## config.mk

```make
export PLATFORM = sky130hd
export DESIGN_NAME = dsr_status_regs
export DESIGN_NICKNAME = d
export VERILOG_FILES = /design/src/verilog/dsr_pkg.sv /design/src/verilog/dsr_extreme.sv /design/src/verilog/dsr_status_regs.sv
export VERILOG_INCLUDE_DIRS = /design/src /design/src/verilog
export SDC_FILE = /design/constraint.sdc
export NUM_CORES = 1
export LEC_CHECK = 0
export ABC_AREA = 1
export CORE_MARGIN = 3
export CORE_UTILIZATION = 60
export DETAILED_ROUTE_END_ITERATION = 8
export DONT_BUFFER_PORTS = 1
export GPL_TIMING_DRIVEN = 0
export PLACE_DENSITY = 0.76
export SLEW_MARGIN = 20
export SYNTH_ARGS = -nofsm -noshare
export SYNTH_HDL_FRONTEND = slang
export SYNTH_SLANG_ARGS = --single-unit
```

## constraint.sdc

```tcl
create_clock -name clk -period 3.35 [get_ports clk]
set_input_delay 0.67 -clock clk [delete_from_list [all_inputs] [get_ports clk]]
set_output_delay 0.67 -clock clk [all_outputs]
set_load 0.01 [all_outputs]
```

## src/verilog/dsr_regs.svh

```systemverilog
// register offsets, field positions and reset values of the diagnostic status bank
`ifndef DSR_REGS_SVH
`define DSR_REGS_SVH

`define DSR_ADDR_CRC_LO 8'h55
`define DSR_ADDR_CRC_HI 8'h56
`define DSR_ADDR_ALARM 8'h57
`define DSR_ADDR_PIN0_EXT 8'h58
`define DSR_ADDR_PIN1_EXT 8'h59
`define DSR_ADDR_TEMP_EXT 8'h5A
`define DSR_ADDR_RSVD_5B 8'h5B
`define DSR_ADDR_PKT_CNT 8'h5C
`define DSR_ADDR_PKT_FLAGS 8'h5D
`define DSR_ADDR_IRQ_STAT 8'h80
`define DSR_ADDR_IRQ_EN 8'h81
`define DSR_ADDR_IRQ_CLR 8'h82

`define DSR_ALARM_TEMP_OVER 5
`define DSR_ALARM_TEMP_UNDER 4
`define DSR_ALARM_PIN1_OVER 3
`define DSR_ALARM_PIN1_UNDER 2
`define DSR_ALARM_PIN0_OVER 1
`define DSR_ALARM_PIN0_UNDER 0

`define DSR_PKT_SHORT_LINE 3
`define DSR_PKT_CHECKSUM 2
`define DSR_PKT_HDR_DOUBLE 1
`define DSR_PKT_HDR_SINGLE 0

`define DSR_EXT_PEAK_LSB 4
`define DSR_EXT_TROUGH_LSB 0
`define DSR_PEAK_RST 3'h0
`define DSR_TROUGH_RST 3'h7
`define DSR_READ_W 3

`define DSR_IRQ_ALARM 0
`define DSR_IRQ_PKT_ERR 1
`define DSR_IRQ_CRC_ERR 2
`define DSR_IRQ_PKT_SAT 3
`define DSR_IRQ_W 4

`define DSR_CNT_MAX 8'hFF
`define DSR_CRC_MAX 16'hFFFF

`endif

```

## src/verilog/dsr_pkg.sv

```systemverilog
// types shared by the diagnostic status bank
package dsr_pkg;
  typedef logic [7:0] dsr_addr_t;
  typedef logic [7:0] dsr_data_t;
  typedef logic [15:0] dsr_tally_t;
endpackage : dsr_pkg

```

## src/verilog/dsr_extreme.sv

```systemverilog
// one monitor: limit compare, alarm levels and clear-on-read peak and trough capture
`timescale 1ns/100ps
module dsr_extreme #(
  parameter int W = 3
) (
  input wire logic clk,
  input wire logic srst,
  input wire logic sample_valid,
  input wire logic [W-1:0] reading,
  input wire logic [W-1:0] upper_limit,
  input wire logic [W-1:0] lower_limit,
  input wire logic clr,
  output logic over_lvl,
  output logic under_lvl,
  output logic [W-1:0] peak,
  output logic [W-1:0] trough
);
  logic [W-1:0] reading_q;
  logic over_q;
  logic under_q;
  logic [W-1:0] peak_q;
  logic [W-1:0] trough_q;

  // alarm levels hold from one sample to the next, so a cleared capture can reload
  always_ff @(posedge clk) begin
    if (srst) begin
      reading_q <= '0;
      over_q <= 1'b0;
      under_q <= 1'b0;
    end else if (sample_valid) begin
      reading_q <= reading;
      over_q <= (reading > upper_limit);
      under_q <= (reading < lower_limit);
    end
  end

  always_ff @(posedge clk) begin
    if (srst) begin
      peak_q <= '0;
    end else if (clr) begin
      peak_q <= over_q ? reading_q : '0;
    end else if (over_q && (reading_q > peak_q)) begin
      peak_q <= reading_q;
    end
  end

  always_ff @(posedge clk) begin
    if (srst) begin
      trough_q <= '1;
    end else if (clr) begin
      trough_q <= under_q ? reading_q : '1;
    end else if (under_q && (reading_q < trough_q)) begin
      trough_q <= reading_q;
    end
  end

  assign over_lvl = over_q;
  assign under_lvl = under_q;
  assign peak = peak_q;
  assign trough = trough_q;
endmodule : dsr_extreme

```

## src/verilog/dsr_status_regs.sv

```systemverilog
// diagnostic status register bank: crc tally, monitor alarms and extremes, packet errors
//
// Decided for this implementation: the strobed register port.
`timescale 1ns/100ps
`include "dsr_regs.svh"

module dsr_status_regs #(
  parameter int READ_W = `DSR_READ_W
) (
  input wire logic clk,
  input wire logic srst,
  input wire dsr_pkg::dsr_addr_t reg_addr,
  input wire dsr_pkg::dsr_data_t reg_wdata,
  input wire logic reg_wr,
  input wire logic reg_rd,
  output dsr_pkg::dsr_data_t reg_rdata,
  input wire logic crc_err_pulse,
  input wire logic crc_tally_clr,
  input wire logic temp_sample_valid,
  input wire logic [READ_W-1:0] temp_reading,
  input wire logic [READ_W-1:0] temp_upper_limit,
  input wire logic [READ_W-1:0] temp_lower_limit,
  input wire logic pin0_sample_valid,
  input wire logic [READ_W-1:0] pin0_reading,
  input wire logic [READ_W-1:0] pin0_upper_limit,
  input wire logic [READ_W-1:0] pin0_lower_limit,
  input wire logic pin1_sample_valid,
  input wire logic [READ_W-1:0] pin1_reading,
  input wire logic [READ_W-1:0] pin1_upper_limit,
  input wire logic [READ_W-1:0] pin1_lower_limit,
  input wire logic pkt_done,
  input wire logic short_line_flag,
  input wire logic payload_check_fail,
  input wire logic header_double_fault,
  input wire logic header_single_fault,
  output logic irq
);
  import dsr_pkg::*;

  // the extreme fields are three bits wide in the map; nothing else fits them
  if (READ_W != `DSR_READ_W) begin : g_width_check
    $error("dsr_status_regs: READ_W must be 3");
  end

  function automatic logic rd_at(input dsr_addr_t a, input logic rd, input dsr_addr_t at);
    return rd && (a == at);
  endfunction : rd_at

  function automatic logic [2:0] fit3(input logic [READ_W-1:0] v);
    return 3'(v);
  endfunction : fit3

  logic clr_alarm;
  logic clr_pin0;
  logic clr_pin1;
  logic clr_temp;
  logic clr_pkt_cnt;
  logic clr_pkt_flags;

  assign clr_alarm = rd_at(reg_addr, reg_rd, `DSR_ADDR_ALARM);
  assign clr_pin0 = rd_at(reg_addr, reg_rd, `DSR_ADDR_PIN0_EXT);
  assign clr_pin1 = rd_at(reg_addr, reg_rd, `DSR_ADDR_PIN1_EXT);
  assign clr_temp = rd_at(reg_addr, reg_rd, `DSR_ADDR_TEMP_EXT);
  assign clr_pkt_cnt = rd_at(reg_addr, reg_rd, `DSR_ADDR_PKT_CNT);
  assign clr_pkt_flags = rd_at(reg_addr, reg_rd, `DSR_ADDR_PKT_FLAGS);

  // crc tally: counting stays here, clearing comes from the back-channel control
  dsr_tally_t crc_q;
  always_ff @(posedge clk) begin
    if (srst) begin
      crc_q <= '0;
    end else if (crc_tally_clr) begin
      crc_q <= crc_err_pulse ? 16'h0001 : 16'h0000;
    end else if (crc_err_pulse && (crc_q != `DSR_CRC_MAX)) begin
      crc_q <= crc_q + 16'h0001;
    end
  end

  logic temp_over;
  logic temp_under;
  logic pin0_over;
  logic pin0_under;
  logic pin1_over;
  logic pin1_under;
  logic [READ_W-1:0] temp_peak;
  logic [READ_W-1:0] temp_trough;
  logic [READ_W-1:0] pin0_peak_reading;
  logic [READ_W-1:0] pin0_trough_reading;
  logic [READ_W-1:0] pin1_peak_reading;
  logic [READ_W-1:0] pin1_trough_reading;

  dsr_extreme #(.W(READ_W)) u_temp (
    .clk(clk),
    .srst(srst),
    .sample_valid(temp_sample_valid),
    .reading(temp_reading),
    .upper_limit(temp_upper_limit),
    .lower_limit(temp_lower_limit),
    .clr(clr_temp),
    .over_lvl(temp_over),
    .under_lvl(temp_under),
    .peak(temp_peak),
    .trough(temp_trough)
  );

  dsr_extreme #(.W(READ_W)) u_pin0 (
    .clk(clk),
    .srst(srst),
    .sample_valid(pin0_sample_valid),
    .reading(pin0_reading),
    .upper_limit(pin0_upper_limit),
    .lower_limit(pin0_lower_limit),
    .clr(clr_pin0),
    .over_lvl(pin0_over),
    .under_lvl(pin0_under),
    .peak(pin0_peak_reading),
    .trough(pin0_trough_reading)
  );

  dsr_extreme #(.W(READ_W)) u_pin1 (
    .clk(clk),
    .srst(srst),
    .sample_valid(pin1_sample_valid),
    .reading(pin1_reading),
    .upper_limit(pin1_upper_limit),
    .lower_limit(pin1_lower_limit),
    .clr(clr_pin1),
    .over_lvl(pin1_over),
    .under_lvl(pin1_under),
    .peak(pin1_peak_reading),
    .trough(pin1_trough_reading)
  );

  // alarm flags follow the held levels, so a clear does not take on a flag whose level is still true on that edge
  logic [5:0] alarm_set;
  logic [5:0] alarm_q;
  always_comb begin
    alarm_set = '0;
    alarm_set[`DSR_ALARM_TEMP_OVER] = temp_over;
    alarm_set[`DSR_ALARM_TEMP_UNDER] = temp_under;
    alarm_set[`DSR_ALARM_PIN1_OVER] = pin1_over;
    alarm_set[`DSR_ALARM_PIN1_UNDER] = pin1_under;
    alarm_set[`DSR_ALARM_PIN0_OVER] = pin0_over;
    alarm_set[`DSR_ALARM_PIN0_UNDER] = pin0_under;
  end

  always_ff @(posedge clk) begin
    if (srst) begin
      alarm_q <= '0;
    end else begin
      alarm_q <= (alarm_q & ~{6{clr_alarm}}) | alarm_set;
    end
  end

  // packet error causes are qualified by the end-of-packet strobe
  logic [3:0] pkt_set;
  logic [3:0] pkt_flags_q;
  logic pkt_bad;
  always_comb begin
    pkt_set = '0;
    pkt_set[`DSR_PKT_SHORT_LINE] = pkt_done & short_line_flag;
    pkt_set[`DSR_PKT_CHECKSUM] = pkt_done & payload_check_fail;
    pkt_set[`DSR_PKT_HDR_DOUBLE] = pkt_done & header_double_fault;
    pkt_set[`DSR_PKT_HDR_SINGLE] = pkt_done & header_single_fault;
  end
  assign pkt_bad = |pkt_set;

  always_ff @(posedge clk) begin
    if (srst) begin
      pkt_flags_q <= '0;
    end else begin
      pkt_flags_q <= (pkt_flags_q & ~{4{clr_pkt_flags}}) | pkt_set;
    end
  end

  // a bad packet in the reading cycle is kept as the first count of the new window
  dsr_data_t bad_packet_tally_q;
  always_ff @(posedge clk) begin
    if (srst) begin
      bad_packet_tally_q <= '0;
    end else if (clr_pkt_cnt) begin
      bad_packet_tally_q <= pkt_bad ? 8'h01 : 8'h00;
    end else if (pkt_bad && (bad_packet_tally_q != `DSR_CNT_MAX)) begin
      bad_packet_tally_q <= bad_packet_tally_q + 8'h01;
    end
  end

  // interrupt events; enable and write-one-to-clear registers share the layout
  logic [`DSR_IRQ_W-1:0] irq_evt;
  logic [`DSR_IRQ_W-1:0] irq_stat_q;
  logic [`DSR_IRQ_W-1:0] irq_en_q;
  logic [`DSR_IRQ_W-1:0] irq_clr;
  always_comb begin
    irq_evt = '0;
    irq_evt[`DSR_IRQ_ALARM] = |(alarm_set & ~alarm_q);
    irq_evt[`DSR_IRQ_PKT_ERR] = pkt_bad;
    irq_evt[`DSR_IRQ_CRC_ERR] = crc_err_pulse;
    irq_evt[`DSR_IRQ_PKT_SAT] = pkt_bad && !clr_pkt_cnt &&
                                (bad_packet_tally_q == (`DSR_CNT_MAX - 8'h01));
  end
  assign irq_clr = (reg_wr && (reg_addr == `DSR_ADDR_IRQ_CLR)) ?
                   reg_wdata[`DSR_IRQ_W-1:0] : '0;

  always_ff @(posedge clk) begin
    if (srst) begin
      irq_stat_q <= '0;
    end else begin
      irq_stat_q <= (irq_stat_q & ~irq_clr) | irq_evt;
    end
  end

  always_ff @(posedge clk) begin
    if (srst) begin
      irq_en_q <= '0;
    end else if (reg_wr && (reg_addr == `DSR_ADDR_IRQ_EN)) begin
      irq_en_q <= reg_wdata[`DSR_IRQ_W-1:0];
    end
  end

  assign irq = |(irq_stat_q & irq_en_q);

  // read mux sees pre-clear values; the clear lands on the same edge as the capture
  dsr_data_t rd_mux;
  always_comb begin
    rd_mux = '0;
    unique case (reg_addr)
      `DSR_ADDR_CRC_LO: rd_mux = crc_q[7:0];
      `DSR_ADDR_CRC_HI: rd_mux = crc_q[15:8];
      `DSR_ADDR_ALARM: rd_mux = {2'b00, alarm_q};
      `DSR_ADDR_PIN0_EXT: rd_mux = {1'b0, fit3(pin0_peak_reading), 1'b0,
                                    fit3(pin0_trough_reading)};
      `DSR_ADDR_PIN1_EXT: rd_mux = {1'b0, fit3(pin1_peak_reading), 1'b0,
                                    fit3(pin1_trough_reading)};
      `DSR_ADDR_TEMP_EXT: rd_mux = {1'b0, fit3(temp_peak), 1'b0,
                                    fit3(temp_trough)};
      `DSR_ADDR_PKT_CNT: rd_mux = bad_packet_tally_q;
      `DSR_ADDR_PKT_FLAGS: rd_mux = {4'h0, pkt_flags_q};
      `DSR_ADDR_IRQ_STAT: rd_mux = {4'h0, irq_stat_q};
      `DSR_ADDR_IRQ_EN: rd_mux = {4'h0, irq_en_q};
      default: rd_mux = '0;
    endcase
  end

  // data stands only in the cycle after the strobe, zero otherwise
  dsr_data_t rdata_q;
  always_ff @(posedge clk) begin
    if (srst) begin
      rdata_q <= '0;
    end else begin
      rdata_q <= reg_rd ? rd_mux : 8'h00;
    end
  end
  assign reg_rdata = rdata_q;
endmodule : dsr_status_regs

```

==> metrics.md <==
| Metric | Value |
|---|---|
| Met2 WL | 6190 um |
| Minimum clock period | between 1.5 and 2 ns |
| Initial antenna violation count | 0 |
| Final ANT Viol Nets | 0 |
| Total track usage | between 20 and 30% |
| Yosys warns | 0 |
| Fin crit share | 52.0% |
| Seq cells post-synth | between 80 and 90 |
| Port bufs | 0 |
| Worst path required time | 3.61 ns |
| Register area share after synthesis | about a third |
| Diode count | 0 |
| Final net count | ~850 |
| Vias | around 5000 |
| Crit path buf inv count | 1 |
| Least-Margin Pin Slew | around 0.68 ns |
| Avg Cell Area, Syn | approximately 6.6 um2 |
| Hold slack | 0.392 ns |
| Post-synth net total | 838 |
| Max_slew headroom | 54.9% |
| Most used cell, CP | nand2_2 |
| DR WL/cell | 15.4 um |
| Status | finished clean |
| Clk buf depth | 2 |
| Final Power | around 2000 uW |
| Slew Limit Fails | 0 |
| Share of layout cells above drive strength 1 | between 5 and 6% |
| Reg clk slew, reported paths | about 0.080 ns |
| Rows | 32 |
| Synth unique cells | 30 |
| First-pass GRT wire length | about 22000 um |
| First-pass DRT Iterations | 5 |
| CP Launch Point | crc_q[0] |
| Vias per cell | 5.80 |
| R2R Path Start | crc_q[0] |
| CTS tree | built |
| GP Congestion | between 0.9 and 1 |
| H-tree levels | 3 |
| Layout area overhead | 6.16% |
| Pin count of the biggest net entering global routing | 14 |
| Max Freq | about 0.57 GHz |
| Setup violators final | 0 |
| Post CTS Setup Buffer Count | 0 |
| Skew final | approximately 0.0091 ns |
| Number of fill cells in the layout | roughly 710 |
| DRT met1 WL | approximately 5700 um |
| Syn Std Cell Area | ~5000 um2 |
| DIE WIDTH | between 90 and 100 um |
| Hold Vio Cnt, Final | 0 |
| Vias in the first global route | 4723 |
| Pleak | ~0.0024 uW |
| Critical path peak fanout | 10 |
| Io pins | 66 |
| Crit Path Category | register to register |
| Post-CTS Hold Buffers | 0 |
| IR Drop Worst-Case VDD | around 240 uV |
| Core Box Area | slightly below 8000 um2 |
| CP delay by family, top | flip-flops |
| Worst setup EP type | register |
| Clock latency on the worst-skew pair | roughly 0.36 ns |
| Sink Count | 83 |
| Critical-path top delay cell | dfxtp_1 |
| Reg2reg setup slack | 1.61 ns |
| Met3 wire length | ~1000 um |
| Drt drc | 0 |
| DR iter-0 viols | 324 |
| Initial core utilization | 63.1% |
| DP HPWL | between 10000 and 15000 um |
| Crit-path cells | ha_1 > nand2_2 > nor2_4 > nand2_2 > o21ai_4 > nand2_2 > buf_6 > a21oi_1 > nor2_1 |
| CTS root buffer | clkbuf_8 |
| RSZ-0062 raised after global routing | no |
| CTS resizes | 0 |
| TritonCTS buffer count | 9 |
| DIE AREA | 9420 um2 |
| Data arrival time of the worst path | about 2.0 ns |
| Max cap viols | 0 |
| CP max stage delay | roughly 0.45 ns |
| Total Neg Setup Slack | 0 ns |
| Final wirelength | approximately 13000 um |
| Post-layout util | between 60% and 70% |
| Mapped Cells | around 750 |
| Highest routed layer | met4 |
| Hold wc startpoint | pin0_sample_valid |
| Die Y | about 97 um |
| GR Overflow Total | 0 |
| Pwr/cell area | approximately 400 nW/um2 |
| Worst setup SP type | register |
| HP Class | input port to register |
==> per-layer routing <==
metal | vias up | GRT usage (%)
li1 | 2508 | -
met5 | - | 0
met2 | 215 | 47.4
met4 | 0 | 11.1
met1 | 2262 | 37.2
met3 | 36 | 4.97
==> Yosys cell counts <==
cell type    n  area [um2]
a211oi_1     6        45.0
a21oi_1     67         335
and3_1       2        12.5
buf_2        3        15.0
buf_4        2        15.0
buf_6        2        22.5
clkbuf_1     6        22.5
clkinv_1     1        3.75
dfxtp_1     83        1660
ha_1        33         413
inv_1      106         398
inv_2        1        3.75
nand2_1    151         567
nand2_2      8        50.1
nand3_1     98         490
nand3_2      2        20.0
nand3b_1     3        22.5
nand4_1     14        87.6
nor2_1      75         282
nor2_2       4        25.0
nor2_4       5        56.3
nor3_1       1        5.00
o2111ai_1    1        8.76
o211ai_1     6        45.0
o21ai_0     57         285
o21ai_1      2        10.0
o21ai_4      1        16.3
o21bai_1     2        15.0
o22ai_1      5        31.3
xor2_1       1        8.76
==> worst paths after layout <==
path / end / cells after the start
max: crc_q[2] / 9
min: u_pin0.reading_q[0] / 1
max reg2reg: crc_q[2] / 9
min reg2reg: pkt_flags_q[0] / 2
==> per-stage QoR <==
| stage | std cells | setup WS [ns] | cell area (um2) |
|---|---|---|---|
| 2_1_floorplan | 748 | 1.68 | 4970 |
| 3_3_place_gp | 850 | 1.36 | 5100 |
| 3_5_place_dp | 850 | 1.35 | 5100 |
| 4_1_cts | 866 | 1.59 | 5280 |
| 5_1_grt | 866 | 1.44 | 5280 |
| 6_report | 866 | 1.61 | 5280 |
==> logic make-up after synthesis <==
| logic type | synth area share (%) |
|---|---|
| XOR/XNOR | 0.176 |
| AO/OA/AOI/OAI | 15.9 |
| AND/OR/NAND/NOR | 32.5 |
| buffers and inverters | 9.66 |
| adder cells (fa/ha/maj) | 8.30 |
| flip-flops | 33.4 |
==> final cells by class <==
class	instances	area, um2	area share (%)
Multi-Input combinational cell	544	2830	53.6
Sequential cell	83	1660	31.5
Inverter	108	405	7.68
Clock buffer	12	155	2.94
Tap cell	102	128	2.42
Buffer	13	75.1	1.42
Clock inverter	4	23.8	0.450
==> registers in the layout, summed over array words and instances (netlist names), 3 cells and up <==
| register | cells |
|---|---|
| u_pin0.peak | 3 |
| u_pin1.peak | 3 |
| u_pin0.trough | 3 |
| irq_en_q | 4 |
| bad_packet_tally_q | 8 |
| u_pin1.reading_q | 3 |
| alarm_q | 6 |
| u_temp.trough | 3 |
| u_temp.peak | 3 |
| u_temp.reading_q | 3 |
| crc_q | 16 |
| u_pin1.trough | 3 |
| reg_rdata | 8 |
| pkt_flags_q | 4 |
| irq_stat_q | 4 |
| u_pin0.reading_q | 3 |
==> cell usage in the layout, fill, tap and decap left out, types with 7 or more instances in the layout <==
master / count
nand2_1: 151
nand2_2: 8
nand3_1: 98
ha_1: 33
clkbuf_8: 11
nand4_1: 14
inv_1: 106
nor2_1: 75
a21oi_1: 67
clkbuf_1: 7
o21ai_0: 57
dfxtp_1: 83
==> power breakdown <==
group,internal (uW),total [uW],switching [uW]
Clock,310,684,375
Sequential,1040,1080,45.1
Combinational,104,291,188
Power figures use the tool's default switching activity.
